--- src/logic/fail_monitor_pkg.sv ---
// constants for the fail-safe clock monitor and oscillator control block
package fail_monitor_pkg;
    // register map (offsets chosen here, one byte register each)
    localparam logic [1:0] ADDR_OSC_CONTROL = 2'h0;
    localparam logic [1:0] ADDR_OSC_STATUS = 2'h1;
    localparam logic [1:0] ADDR_FLAGS_TWO = 2'h2;
    localparam logic [1:0] ADDR_INT_EN_TWO = 2'h3;
    // oscillator control field layout
    localparam int IFS_LSB = 3;
    localparam int IFS_MSB = 6;
    localparam int SCS_LSB = 0;
    localparam int SCS_MSB = 1;
    localparam logic [3:0] IFS_RESET = 4'h7;
    localparam logic [1:0] SCS_RESET = 2'h0;
    localparam logic [1:0] SCS_CONFIG = 2'h0;
    localparam logic [1:0] SCS_SECONDARY = 2'h1;
    // status and flag bit positions
    localparam int EXT_CLOCK_RUNNING_FLAG_BIT = 5;
    localparam int FAIL_STATE_BIT = 0;
    localparam int OSC_FAIL_FLAG_BIT = 7;
    localparam int OSC_FAIL_IE_BIT = 7;
    // primary oscillator configuration codes
    localparam logic [2:0] CFG_LP = 3'h0;
    localparam logic [2:0] CFG_XT = 3'h1;
    localparam logic [2:0] CFG_HS = 3'h2;
    localparam logic [2:0] CFG_EXT_RC = 3'h3;
    localparam logic [2:0] CFG_INTERNAL_OSC_BLOCK = 3'h4;
    localparam logic [2:0] CFG_EXT_CLK = 3'h7;
    // timing: sample clock divides low-frequency osc by 64, settle timer 1024 cycles
    localparam int SAMPLE_DIV = 64;
    localparam int SETTLE_COUNT = 1024;
    // clock source selection seen by the clock mux
    typedef enum logic [1:0] {
        SRC_INTERNAL = 2'b00,
        SRC_EXTERNAL = 2'b01,
        SRC_SECONDARY = 2'b10
    } clk_src_t;
    typedef enum logic [1:0] {
        ST_SETTLE = 2'b00,
        ST_EXTERNAL = 2'b01,
        ST_FAILED = 2'b10,
        ST_INTERNAL = 2'b11
    } mon_state_t;
endpackage : fail_monitor_pkg

--- src/logic/edge_counter.sv ---
// counts qualified events and pulses when a terminal count is reached
`timescale 1ns/1ps
`default_nettype none
module edge_counter #(
    parameter int COUNT = 64
) (
    input wire logic sys_clk_i,
    input wire logic nrst_i,
    input wire logic restart_i,
    input wire logic event_i,
    output logic done_o
);
    localparam int W = $clog2(COUNT);
    logic [W-1:0] cnt_q;

    initial
    begin
        if (COUNT < 2)
            $error("edge_counter: COUNT must be at least 2");
    end

    // wraps after COUNT events; done pulses on the last one
    always_ff @(posedge sys_clk_i or negedge nrst_i)
    begin
        if (!nrst_i)
        begin
            cnt_q <= '0;
        end
        else if (restart_i)
        begin
            cnt_q <= '0;
        end
        else if (event_i)
        begin
            cnt_q <= (cnt_q == W'(COUNT - 1)) ? '0 : cnt_q + 1'b1;
        end
    end

    assign done_o = event_i && !restart_i && (cnt_q == W'(COUNT - 1));
endmodule : edge_counter
`default_nettype wire

--- src/logic/fail_safe_clock_monitor.sv ---
// fail-safe clock monitor with oscillator control register and settle timer
//
// The address-and-strobe port and the register offsets were chosen for this implementation.
`timescale 1ns/1ps
`default_nettype none
module fail_safe_clock_monitor
    import fail_monitor_pkg::*;
#(
    parameter int SETTLE_CYCLES = SETTLE_COUNT,
    parameter int LF_DIV = SAMPLE_DIV
) (
    input wire logic sys_clk_i,
    input wire logic nrst_i,
    // register port
    input wire logic [1:0] reg_addr_i,
    input wire logic [7:0] reg_wdata_i,
    input wire logic reg_wr_i,
    input wire logic reg_rd_i,
    output logic [7:0] reg_rdata_o,
    // configuration words
    input wire logic monitor_enable_fuse_i,
    input wire logic two_speed_fuse_i,
    input wire logic [2:0] primary_osc_config_i,
    // sleep instruction executed and wake-up completed, one-cycle pulses
    input wire logic sleep_i,
    input wire logic wake_i,
    // oscillator pins (asynchronous)
    input wire logic ext_osc_i,
    input wire logic low_freq_internal_osc_i,
    // clock mux control and oscillator-fail interrupt
    output logic [1:0] clk_src_o,
    output logic [3:0] internal_freq_select_o,
    output logic osc_fail_irq_o
);
    initial
    begin
        if (SETTLE_CYCLES < 2 || LF_DIV < 4 || (LF_DIV % 2) != 0)
            $error("fail_safe_clock_monitor: unsupported parameter values");
    end

    // ------------------------------------------------------------
    // pin synchronisers and edge detection
    // ------------------------------------------------------------
    logic ext_s;
    logic lf_s;
    logic ext_prev_q;
    logic lf_prev_q;
    logic ext_fall;
    logic ext_rise;
    logic lf_rise;

    level_sync u_sync_ext (
        .sys_clk_i(sys_clk_i),
        .nrst_i(nrst_i),
        .async_i(ext_osc_i),
        .sync_o(ext_s)
    );

    level_sync u_sync_lf (
        .sys_clk_i(sys_clk_i),
        .nrst_i(nrst_i),
        .async_i(low_freq_internal_osc_i),
        .sync_o(lf_s)
    );

    // edge history taken only from the synchronised levels
    always_ff @(posedge sys_clk_i or negedge nrst_i)
    begin
        if (!nrst_i)
        begin
            ext_prev_q <= 1'b0;
            lf_prev_q <= 1'b0;
        end
        else
        begin
            ext_prev_q <= ext_s;
            lf_prev_q <= lf_s;
        end
    end

    assign ext_fall = ext_prev_q && !ext_s;
    assign ext_rise = !ext_prev_q && ext_s;
    assign lf_rise = !lf_prev_q && lf_s;

    // ------------------------------------------------------------
    // register state
    // ------------------------------------------------------------
    logic [3:0] ifs_q;
    logic [1:0] scs_q;
    logic osc_fail_flag_q;
    logic osc_fail_ie_q;
    logic scs_change;
    logic wr_ctrl;
    logic wr_flags;
    logic wr_ie;

    assign wr_ctrl = reg_wr_i && (reg_addr_i == ADDR_OSC_CONTROL);
    assign wr_flags = reg_wr_i && (reg_addr_i == ADDR_FLAGS_TWO);
    assign wr_ie = reg_wr_i && (reg_addr_i == ADDR_INT_EN_TWO);
    assign scs_change = wr_ctrl && (reg_wdata_i[SCS_MSB:SCS_LSB] != scs_q);

    // only software writes touch the select bits
    always_ff @(posedge sys_clk_i or negedge nrst_i)
    begin
        if (!nrst_i)
        begin
            ifs_q <= IFS_RESET;
            scs_q <= SCS_RESET;
        end
        else if (wr_ctrl)
        begin
            ifs_q <= reg_wdata_i[IFS_MSB:IFS_LSB];
            scs_q <= reg_wdata_i[SCS_MSB:SCS_LSB];
        end
    end

    // interrupt enable in the second enable register
    always_ff @(posedge sys_clk_i or negedge nrst_i)
    begin
        if (!nrst_i)
            osc_fail_ie_q <= 1'b0;
        else if (wr_ie)
            osc_fail_ie_q <= reg_wdata_i[OSC_FAIL_IE_BIT];
    end

    // ------------------------------------------------------------
    // sample clock and detector latch
    // ------------------------------------------------------------
    logic half_tick;
    logic sample_q;
    logic sample_rise;
    logic latch_q;
    logic fail_detect;
    logic monitor_on;

    // half-period tick every LF_DIV/2 low-frequency edges
    edge_counter #(
        .COUNT(LF_DIV / 2)
    ) u_sample_div (
        .sys_clk_i(sys_clk_i),
        .nrst_i(nrst_i),
        .restart_i(1'b0),
        .event_i(lf_rise),
        .done_o(half_tick)
    );

    // sample clock toggles every half period
    always_ff @(posedge sys_clk_i or negedge nrst_i)
    begin
        if (!nrst_i)
            sample_q <= 1'b0;
        else if (half_tick)
            sample_q <= !sample_q;
    end

    assign sample_rise = half_tick && !sample_q;

    // latch set by ext fall, cleared by sample rise
    // set wins so a fall on the clearing edge is not lost
    always_ff @(posedge sys_clk_i or negedge nrst_i)
    begin
        if (!nrst_i)
            latch_q <= 1'b0;
        else if (ext_fall)
            latch_q <= 1'b1;
        else if (sample_rise)
            latch_q <= 1'b0;
    end

    // latch still clear at the falling sample edge: a whole half-cycle went by
    assign fail_detect = half_tick && sample_q && !latch_q && !ext_fall;

    // ------------------------------------------------------------
    // settle timer and source state machine
    // ------------------------------------------------------------
    mon_state_t state_q;
    logic settle_restart;
    logic settle_done;
    logic crystal_mode;
    logic needs_settle;
    logic two_speed;
    logic primary_external;

    // every external mode is watched; internal config is not
    assign primary_external = (primary_osc_config_i != CFG_INTERNAL_OSC_BLOCK);
    assign crystal_mode = (primary_osc_config_i == CFG_LP) || (primary_osc_config_i == CFG_XT)
                          || (primary_osc_config_i == CFG_HS);
    // ext clock and rc skip the settle timer
    assign needs_settle = crystal_mode;
    assign two_speed = two_speed_fuse_i || monitor_enable_fuse_i;
    assign monitor_on = monitor_enable_fuse_i && primary_external;

    // select change or wake restarts settle timer
    assign settle_restart = scs_change || wake_i || sleep_i || (state_q != ST_SETTLE);

    // counts external oscillator cycles
    edge_counter #(
        .COUNT(SETTLE_CYCLES)
    ) u_settle (
        .sys_clk_i(sys_clk_i),
        .nrst_i(nrst_i),
        .restart_i(settle_restart),
        .event_i(ext_rise),
        .done_o(settle_done)
    );

    // reset, sleep and select changes clear the failure
    always_ff @(posedge sys_clk_i or negedge nrst_i)
    begin
        if (!nrst_i)
        begin
            state_q <= ST_SETTLE;
        end
        else if (sleep_i || wake_i || scs_change)
        begin
            state_q <= ST_SETTLE;
        end
        else
        begin
            unique case (state_q)
                ST_SETTLE:
                begin
                    if (!primary_external)
                        state_q <= ST_INTERNAL;
                    else if (!needs_settle || settle_done)
                        state_q <= ST_EXTERNAL;
                end
                ST_EXTERNAL:
                begin
                    if (monitor_on && fail_detect)
                        state_q <= ST_FAILED;
                end
                ST_FAILED:
                begin
                    // hold internal until a select change, sleep or wake
                    state_q <= ST_FAILED;
                end
                ST_INTERNAL:
                begin
                    if (primary_external)
                        state_q <= ST_SETTLE;
                end
            endcase
        end
    end

    // set on failure or by a software write of one; a failed source sets it again only after a restart and a new failure
    // software clears with a write of zero; a new failure wins
    always_ff @(posedge sys_clk_i or negedge nrst_i)
    begin
        if (!nrst_i)
            osc_fail_flag_q <= 1'b0;
        else if (state_q == ST_EXTERNAL && monitor_on && fail_detect)
            osc_fail_flag_q <= 1'b1;
        else if (wr_flags)
            osc_fail_flag_q <= reg_wdata_i[OSC_FAIL_FLAG_BIT];
    end

    // ------------------------------------------------------------
    // clock source selection
    // ------------------------------------------------------------
    logic ext_running;
    logic [1:0] src_d;

    assign ext_running = (state_q == ST_EXTERNAL) && (scs_q == SCS_CONFIG);

    always_comb
    begin
        src_d = SRC_INTERNAL;
        if (scs_q == SCS_SECONDARY)
            src_d = SRC_SECONDARY;
        else if (scs_q == SCS_CONFIG && state_q == ST_EXTERNAL)
            src_d = SRC_EXTERNAL;
        else if (scs_q == SCS_CONFIG && state_q == ST_SETTLE && !two_speed)
            src_d = SRC_EXTERNAL;
    end

    // registered so the mux control never glitches
    always_ff @(posedge sys_clk_i or negedge nrst_i)
    begin
        if (!nrst_i)
        begin
            clk_src_o <= SRC_INTERNAL;
            internal_freq_select_o <= IFS_RESET;
            osc_fail_irq_o <= 1'b0;
        end
        else
        begin
            clk_src_o <= src_d;
            internal_freq_select_o <= ifs_q;
            osc_fail_irq_o <= osc_fail_flag_q && osc_fail_ie_q;
        end
    end

    // ------------------------------------------------------------
    // read port
    // ------------------------------------------------------------
    logic [7:0] rd_d;

    always_comb
    begin
        rd_d = 8'h00;
        unique case (reg_addr_i)
            ADDR_OSC_CONTROL:
            begin
                rd_d[IFS_MSB:IFS_LSB] = ifs_q;
                rd_d[SCS_MSB:SCS_LSB] = scs_q;
            end
            ADDR_OSC_STATUS:
            begin
                rd_d[EXT_CLOCK_RUNNING_FLAG_BIT] = ext_running;
                rd_d[FAIL_STATE_BIT] = (state_q == ST_FAILED);
            end
            ADDR_FLAGS_TWO:
                rd_d[OSC_FAIL_FLAG_BIT] = osc_fail_flag_q;
            ADDR_INT_EN_TWO:
                rd_d[OSC_FAIL_IE_BIT] = osc_fail_ie_q;
        endcase
    end

    // read data stand one cycle after the strobe, zero otherwise
    always_ff @(posedge sys_clk_i or negedge nrst_i)
    begin
        if (!nrst_i)
            reg_rdata_o <= 8'h00;
        else if (reg_rd_i)
            reg_rdata_o <= rd_d;
        else
            reg_rdata_o <= 8'h00;
    end
endmodule : fail_safe_clock_monitor
`default_nettype wire

--- src/logic/level_sync.sv ---
// two flip-flop synchroniser for one level
`timescale 1ns/1ps
`default_nettype none
module level_sync (
    input wire logic sys_clk_i,
    input wire logic nrst_i,
    input wire logic async_i,
    output logic sync_o
);
    logic meta_q;

    // first stage feeds only the second stage
    always_ff @(posedge sys_clk_i or negedge nrst_i)
    begin
        if (!nrst_i)
        begin
            meta_q <= 1'b0;
            sync_o <= 1'b0;
        end
        else
        begin
            meta_q <= async_i;
            sync_o <= meta_q;
        end
    end
endmodule : level_sync
`default_nettype wire
--- config.mk ---
export PLATFORM = sky130hd
export DESIGN_NAME = fail_safe_clock_monitor
export DESIGN_NICKNAME = d
export VERILOG_FILES = /design/src/logic/fail_monitor_pkg.sv /design/src/logic/edge_counter.sv /design/src/logic/fail_safe_clock_monitor.sv /design/src/logic/level_sync.sv
export SDC_FILE = /design/constraint.sdc
export NUM_CORES = 1
export LEC_CHECK = 0
export BUFFER_PORTS_ARGS = -buffer_cell sky130_fd_sc_hd__buf_2
export CAP_MARGIN = 0
export CORE_MARGIN = 4
export CORE_UTILIZATION = 49
export DETAILED_ROUTE_END_ITERATION = 7
export GPL_TIMING_DRIVEN = 0
export PLACE_DENSITY = 0.8
export SLEW_MARGIN = 40
export SYNTH_ARGS = -nofsm -noshare
export SYNTH_HDL_FRONTEND = slang
export SYNTH_SLANG_ARGS = --single-unit
--- constraint.sdc ---
create_clock -name sys_clk_i -period 1.72 [get_ports sys_clk_i]
set_input_delay 0.516 -clock sys_clk_i [delete_from_list [all_inputs] [get_ports sys_clk_i]]
set_output_delay 0.516 -clock sys_clk_i [all_outputs]
set_load 0.02 [all_outputs]
Word level (Yosys, flattened, before mapping)
Index checks and enable logic that the tools add are counted.

cells by class
  shifts and indexed selects = 0
  multipliers = 0
  muxes and demuxes = 24
  bitwise operators = 0
  order comparisons = 0
  reduce and logical (&&, ||, !) cells = 49
  divide/modulo/power cells = 0
  equal/unequal tests = 16
  $add $sub $neg = 2

operators with widths
  kind                                                              count
  10-bit two-way mux                                                3
  1-bit logical AND                                                 22
  2-bit two-way mux                                                 7
  10-bit by 1-bit adder with 10-bit output (second input constant)  1
  10-bit == test (second input constant)                            1
  1-bit logical NOT                                                 9
  1-bit logical OR                                                  9
  3-bit != test (second input constant)                             3
  2-bit == test (second input constant)                             4
  1-bit two-way mux                                                 8
  8-bit two-way mux                                                 1
  2-bit one-hot mux with 4 select lines                             1
  2-bit nonzero test                                                4
  2-bit by 1-bit == test with 1-bit output (second input constant)  3
  2-bit logical NOT                                                 3
  1-bit one-hot mux with 2 select lines                             3
  5-bit by 1-bit adder with 5-bit output (second input constant)    1
  5-bit == test (second input constant)                             1
  5-bit two-way mux                                                 1
  4-bit != test (second input constant)                             1
  3-bit by 1-bit == test with 1-bit output (second input constant)  1
  3-bit by 2-bit == test with 1-bit output (second input constant)  1
  3-bit logical NOT                                                 1
  3-bit AND reduction                                               1
  2-bit != test                                                     1

storage, ports and cells
  register bits after elaboration = 48
  memories kept = 0
  logic and storage cells = 110
  input port bits = 23
  memory bits (writable) = 0
  bits in read-only memories = 0
  latch bits = 0

Longest topological paths before layout
  depth after elaboration = 14
  mapped depth = 7
  gate-level depth less buffers = 7

Cells and area by module
From an unflattened synthesis, not the netlist that was laid out.

second synthesis, totals
  cell total of the unflattened synthesis = 186
  area total of the unflattened synthesis = 2173.3 um^2

by module, submodules not included
  module                       instances  area each (um^2)  cells an instance  sequential area each (um^2)
  fail_safe_clock_monitor      1          1227.4            96                 708.2
  edge_counter (u_settle)      1          548.0             59                 250.2
  edge_counter (u_sample_div)  1          297.8             27                 125.1
  level_sync                   2          50.0              2                  50.0

Worst setup path before layout
No wires, ideal clock.

  path type = register to register
  from = register u_sample_div.cnt_q[0]
  to = register state_q[1]
  data arrival time = 1.738 ns
  cell stages (with the launch flop) = 8
  required time = 1.641 ns
  path slack = -0.097 ns
  library setup time = 0.079 ns
  period minus slack after synthesis = 1.817 ns
  cells stage by stage = dfrtp_1 -> ha_1 -> and3_1 -> ha_1 -> nand3b_1 -> o41ai_1 -> o211a_1 -> mux2i_1

between the ends
  word-level cells in the longest chain between the ends = 8

ends and longest elaborated chain
  item                             RTL line                        text
  start, declared                  edge_counter.sv:14              logic [W-1:0] cnt_q;
  start signal, assigned           edge_counter.sv:35              cnt_q <= (cnt_q == W'(COUNT - 1)) ? '0 : cnt_q + 1'b1;
  5-bit == test                    edge_counter.sv:39              assign done_o = event_i && !restart_i && (cnt_q == W'(COUNT - 1));
  1-bit logical AND                edge_counter.sv:39
  1-bit logical AND (3 in series)  fail_safe_clock_monitor.sv:171  assign fail_detect = half_tick && sample_q && !latch_q && !ext_fall;
  1-bit logical AND                fail_safe_clock_monitor.sv:230  if (monitor_on && fail_detect)
  3-bit != test (no line)          --
  3-bit AND reduction (no line)    --
  end signal, assigned             fail_safe_clock_monitor.sv:231  state_q <= ST_FAILED;
  end signal, assigned             fail_safe_clock_monitor.sv:236  state_q <= ST_FAILED;
  end signal, assigned             fail_safe_clock_monitor.sv:241  state_q <= ST_SETTLE;
  end, declared                    fail_safe_clock_monitor.sv:176  mon_state_t state_q;

Every way passes these cells.
A chain may end at the register's enable or synchronous reset.

Worst setup path after layout
Ends and elaborated chain as after synthesis.

==> impl.org <==
** Power and ir drop
- Internal portion of total power :: 1.82 mW
- Max rail drop VDD :: 0.000565 V
- Net switching is 27.0% of the power.
- Total power :: 2.49 mW
- Combinational cells account for 18.9% of the total power.
- For this design the static power due to leakage is 1.15 nW.
- Switching pwr :: 0.672 mW
- Part of the power in registers :: 54.5%
- Pwr Density :: 992 nW/um2
- Clk network pwr share :: 26.6%

** Clocking
- Clock-pin slew was measured on the worst setup and hold paths at 80 ps.
- The cell sitting at the root of the clock tree is a sky130_fd_sc_hd__clkbuf_8.
- TritonCTS built the clock tree.
- In this run the number of H-tree levels came out at 2.
- Clock insertion delay at the later pin of the skew report :: 290 ps
- In this run, CTS created clock tree buffers numbering 5.
- Count of hold-fix buffers inserted at cts :: 0
- Clock sink count :: 47
- Clock tree buffer depth :: 2

** Synth
- The synthesized netlist occupies a cell area of 2110 um2.
- The netlist uses 39 different library cells.
- Counting flops with a built-in enable in the synthesized netlist gives 0.
- The most used flip-flop cell after synthesis is sky130_fd_sc_hd__dfrtp_1.
- Top cell type's share of synthesized area :: 48.7%
- Post-synthesis register bit count :: 47
- Share of synthesized flip-flops with an asynchronous set or reset :: 100%
- Synthesized area per cell :: 11.6 um2
- Synthesis produced 182 cells.
- Sequential element share of the synthesized area :: 56.2%
- Library cell with the largest summed area after synthesis :: sky130_fd_sc_hd__dfrtp_1
- In the post-synthesis netlist, the biggest area contributors are sky130_fd_sc_hd__dfrtp_1, sky130_fd_sc_hd__dfstp_2, sky130_fd_sc_hd__mux2_2.
- Yosys printed 0 warnings.
- Total nets after synthesis :: 213

** GRT
- Entering global routing, the biggest net connects 48 pins.
- For this run, global-route usage on met1 was measured as 20.6%.
- The number of global-route vias before repair is 1,444.
- For met3 alone, demand over resource in global routing was 3.97%.
- For met2 alone, demand over resource in global routing was 25.2%.
- First-pass GRT wire length :: 6.50 mm
- After global routing, the most crowded layer is met2.
- Residual overflow from global routing :: 0
- Overall track demand over capacity in global routing :: 15.6%
- Initial antenna violation count :: 0

** Setup path
- The setup check on the worst reg-to-reg path leaves a slack of -50 ps.
- STA classifies the critical path endpoint as a flop.
- Cells traversed along the worst timing path :: ha_2, and3_4, ha_4, nand3b_1, o41ai_2, o211a_1, mux2i_1
- Largest stage delay on the critical path :: 360 ps
- STA puts the critical path data required time at 1930 ps.
- In this run the worst path has a maximum fanout of 2.
- Startpoint type of the worst setup path :: flop
- The critical path is of the flop to flop type.
- The number of buffers and inverters on the critical path is 0.
- The worst register-to-register path begins at u_sample_div.cnt_q[0]$_DFFE_PN0N_.
- Critical path's top delay family :: compound AO/OA/AOI/OAI gates
- Capture instance of the worst register-to-register path :: state_q[1]$_DFFE_PN0P_
- Critical-path cell with the highest stage delay :: sky130_fd_sc_hd__dfrtp_1
- Critical Path AT :: 1980 ps
- Cell count of the worst reg-to-reg path :: 7

** STA
- The count of final max-slew check failures came to 0.
- Period minus WS final :: 1770 ps
- Across all hold checks on the routed design, the worst slack comes to 221 ps.
- Clock skew on the completed layout was measured at 4.28 ps.
- Transition time at the pin with the least slew margin :: 579 ps
- Rel. slew slack :: 61.3%
- Number of setup violations in the final report :: 2
- For this run, the top clock speed supported by timing is 0.566 GHz.
- Setup repair after global routing could not meet its margin everywhere.
- After layout, the worst setup slack is -47.5 ps.
- Share of the cycle needed by the critical path after routing :: 103%
- Final hold violation count :: 0

** Run
- Count of max-cap constraint violations :: 0

** Die
- Die area :: 5410 um2
- Core region area :: 4090 um2
- For this design the top-level I/O count stands at 38.
- The floorplan has 23 rows.
- From bottom edge to top edge, the die measures 73.6 um.
- Horiz. Die Dim :: 73.6 um
- Starting utilization of the core area :: 51.5%

** Layout
- Sequential cell area in the final layout :: 1180 um2
- Leading cell types in the layout, fill and taps excluded :: sky130_fd_sc_hd__dfrtp_1, sky130_fd_sc_hd__buf_2, sky130_fd_sc_hd__nor2_1
- Ant. Diodes :: 0
- Most common cell after layout, fill and taps aside :: sky130_fd_sc_hd__dfrtp_1
- The filler cells instantiated in the layout total 334.
- After the last flow step, the layout net total stands at 260.
- Cells with a size suffix above 1 make up 33.5% of the layout.
- In the final layout, the multi-input gates occupy 916 um2.
- Area delta synth->final :: 19.3%

** Drt
- For this block, the initial DRC count from the detailed router was 64.
- For this run, design rule violations remaining after detail routing come to 0.
- Across all layers, the routed design uses 1,482 vias.
- Total iterations of the first detailed-routing run :: 4
- After detailed routing, the total wire length is 3.84 mm.
- After detailed routing, the number of vias per cell comes to 5.29.
- Avg WL per Cell :: 13.7 um
- Antenna-violating nets left :: 0

** Placement
- Port buffer count :: 34
- Detail Placement HPWL :: 2.67 mm
- The congestion estimate from routability-driven global placement came to 0.816.

** Min path
- Kind of path behind the tightest hold check :: primary input to asynchronous set/reset pin

** Status
- Status :: complete, but fails checks
- The checks that failed: setup timing.
==> cell usage after synthesis, types with 2 or more instances <==
library cell and instances:
sky130_fd_sc_hd__dfrtp_1 41, sky130_fd_sc_hd__nor2_1 15, sky130_fd_sc_hd__nand2_1 13, sky130_fd_sc_hd__mux2_2 11, sky130_fd_sc_hd__nand3_1 11, sky130_fd_sc_hd__ha_1 8
sky130_fd_sc_hd__a21oi_1 6, sky130_fd_sc_hd__dfstp_2 6, sky130_fd_sc_hd__and2_1 5, sky130_fd_sc_hd__mux2i_1 5, sky130_fd_sc_hd__nand3b_1 5, sky130_fd_sc_hd__nor3_1 5
sky130_fd_sc_hd__a311oi_1 4, sky130_fd_sc_hd__inv_1 4, sky130_fd_sc_hd__nand2b_1 4, sky130_fd_sc_hd__o21ai_0 4, sky130_fd_sc_hd__xor2_1 4, sky130_fd_sc_hd__nand4_1 3
sky130_fd_sc_hd__nor2b_1 3, sky130_fd_sc_hd__xnor2_1 3, sky130_fd_sc_hd__buf_2 2, sky130_fd_sc_hd__clkbuf_1 2, sky130_fd_sc_hd__o21ai_1 2
==> what timing repair did <==
| item | CTS | global route |
|---|---|---|
| setup buffers | 5 | 1 |
| gates resized for setup | 4 | 1 |
| endpoints found under the setup margin | 2 | 3 |
| endpoints found under the hold margin | 0 | 0 |
| cloned | 0 | 0 |
| pin swaps | 1 | 0 |
==> state kept, by name, indices dropped and copies added (netlist names) <==
signal and cells:
clk_src_o 2, u_sync_lf.sync_o 1, internal_freq_select_o 4, u_settle.cnt_q 10
osc_fail_irq_o 1, u_sync_lf.meta_q 1, ext_prev_q 1, lf_prev_q 1
ifs_q 4, scs_q 2, u_sample_div.cnt_q 5, osc_fail_flag_q 1
state_q 2, latch_q 1, osc_fail_ie_q 1, reg_rdata_o 7
sample_q 1, u_sync_ext.sync_o 1, u_sync_ext.meta_q 1
==> logic make-up after synthesis <==
family,count (synthesis),share of synthesized area [%]
and+or+nand+nor,73,19.1
DFF,47,56.2
AOI/OAI and AO/OA,21,6.66
muxes,16,8.26
buffers and inverters,9,1.90
adders and majority gates,8,4.75
xor gates and xnor gates,7,2.91
other,1,0.178
==> per-stage QoR <==
stage          setup TNS (ps)  cell area (um2)  utilization [%]  setup WS [ps]  instances
2_1_floorplan               0             2110                -           3.07        182
3_3_place_gp             -311             2340             57.3           -133        266
3_5_place_dp             -710             2340             57.3           -203        266
4_1_cts                 -35.2             2500             61.1          -27.6        279
5_1_grt                  -410             2510             61.5           -207        280
6_report                -76.1             2510             61.5          -47.5        280
==> final cells by class <==
cell class	instances	share of cell area (%)
Tap cell	50	2.49
Multi-Input combinational cell	126	36.5
Clock buffer	7	3.44
Inverter	4	0.598
Sequential cell	47	47.1
Buffer	5	0.997
Timing Repair Buffer	40	8.67
Clock inverter	1	0.199
==> routing by layer <==
metal | wire length, um | part of all wire (%) | vias to the layer above
li1 | - | - | 732
met1 | 1780 | 46 | 716
met2 | 1870 | 49 | 32
met3 | 168 | 4.4 | 2
met4 | 17 | 0.44 | 0
met5 | 0 | 0 | -
==> power groups by stage <==
stage	clock network, mW	logic [mW]	registers (mW)
floorplan	0	0.219	1.40
global placement	0	0.381	1.36
detailed placement	0	0.397	1.37
CTS	0.688	0.453	1.35
global route	0.730	0.526	1.38
finish	0.664	0.471	1.36
==> worst max-delay path by stage <==
stage / start / end / depth (start not counted)
after CTS: u_sample_div.cnt_q[0]$_DFFE_PN0N_ / state_q[1]$_DFFE_PN0P_ / 7
after floorplan: u_sample_div.cnt_q[0]$_DFFE_PN0N_ / state_q[1]$_DFFE_PN0P_ / 7
after global routing: u_sample_div.cnt_q[0]$_DFFE_PN0N_ / state_q[1]$_DFFE_PN0P_ / 7
final: u_sample_div.cnt_q[0]$_DFFE_PN0N_ / state_q[1]$_DFFE_PN0P_ / 7
after detailed placement: u_sample_div.cnt_q[0]$_DFFE_PN0N_ / state_q[1]$_DFFE_PN0P_ / 7
after global placement: u_sample_div.cnt_q[0]$_DFFE_PN0N_ / state_q[0]$_DFFE_PN0P_ / 7
Note: power is estimated with default switching activity, not from simulation.
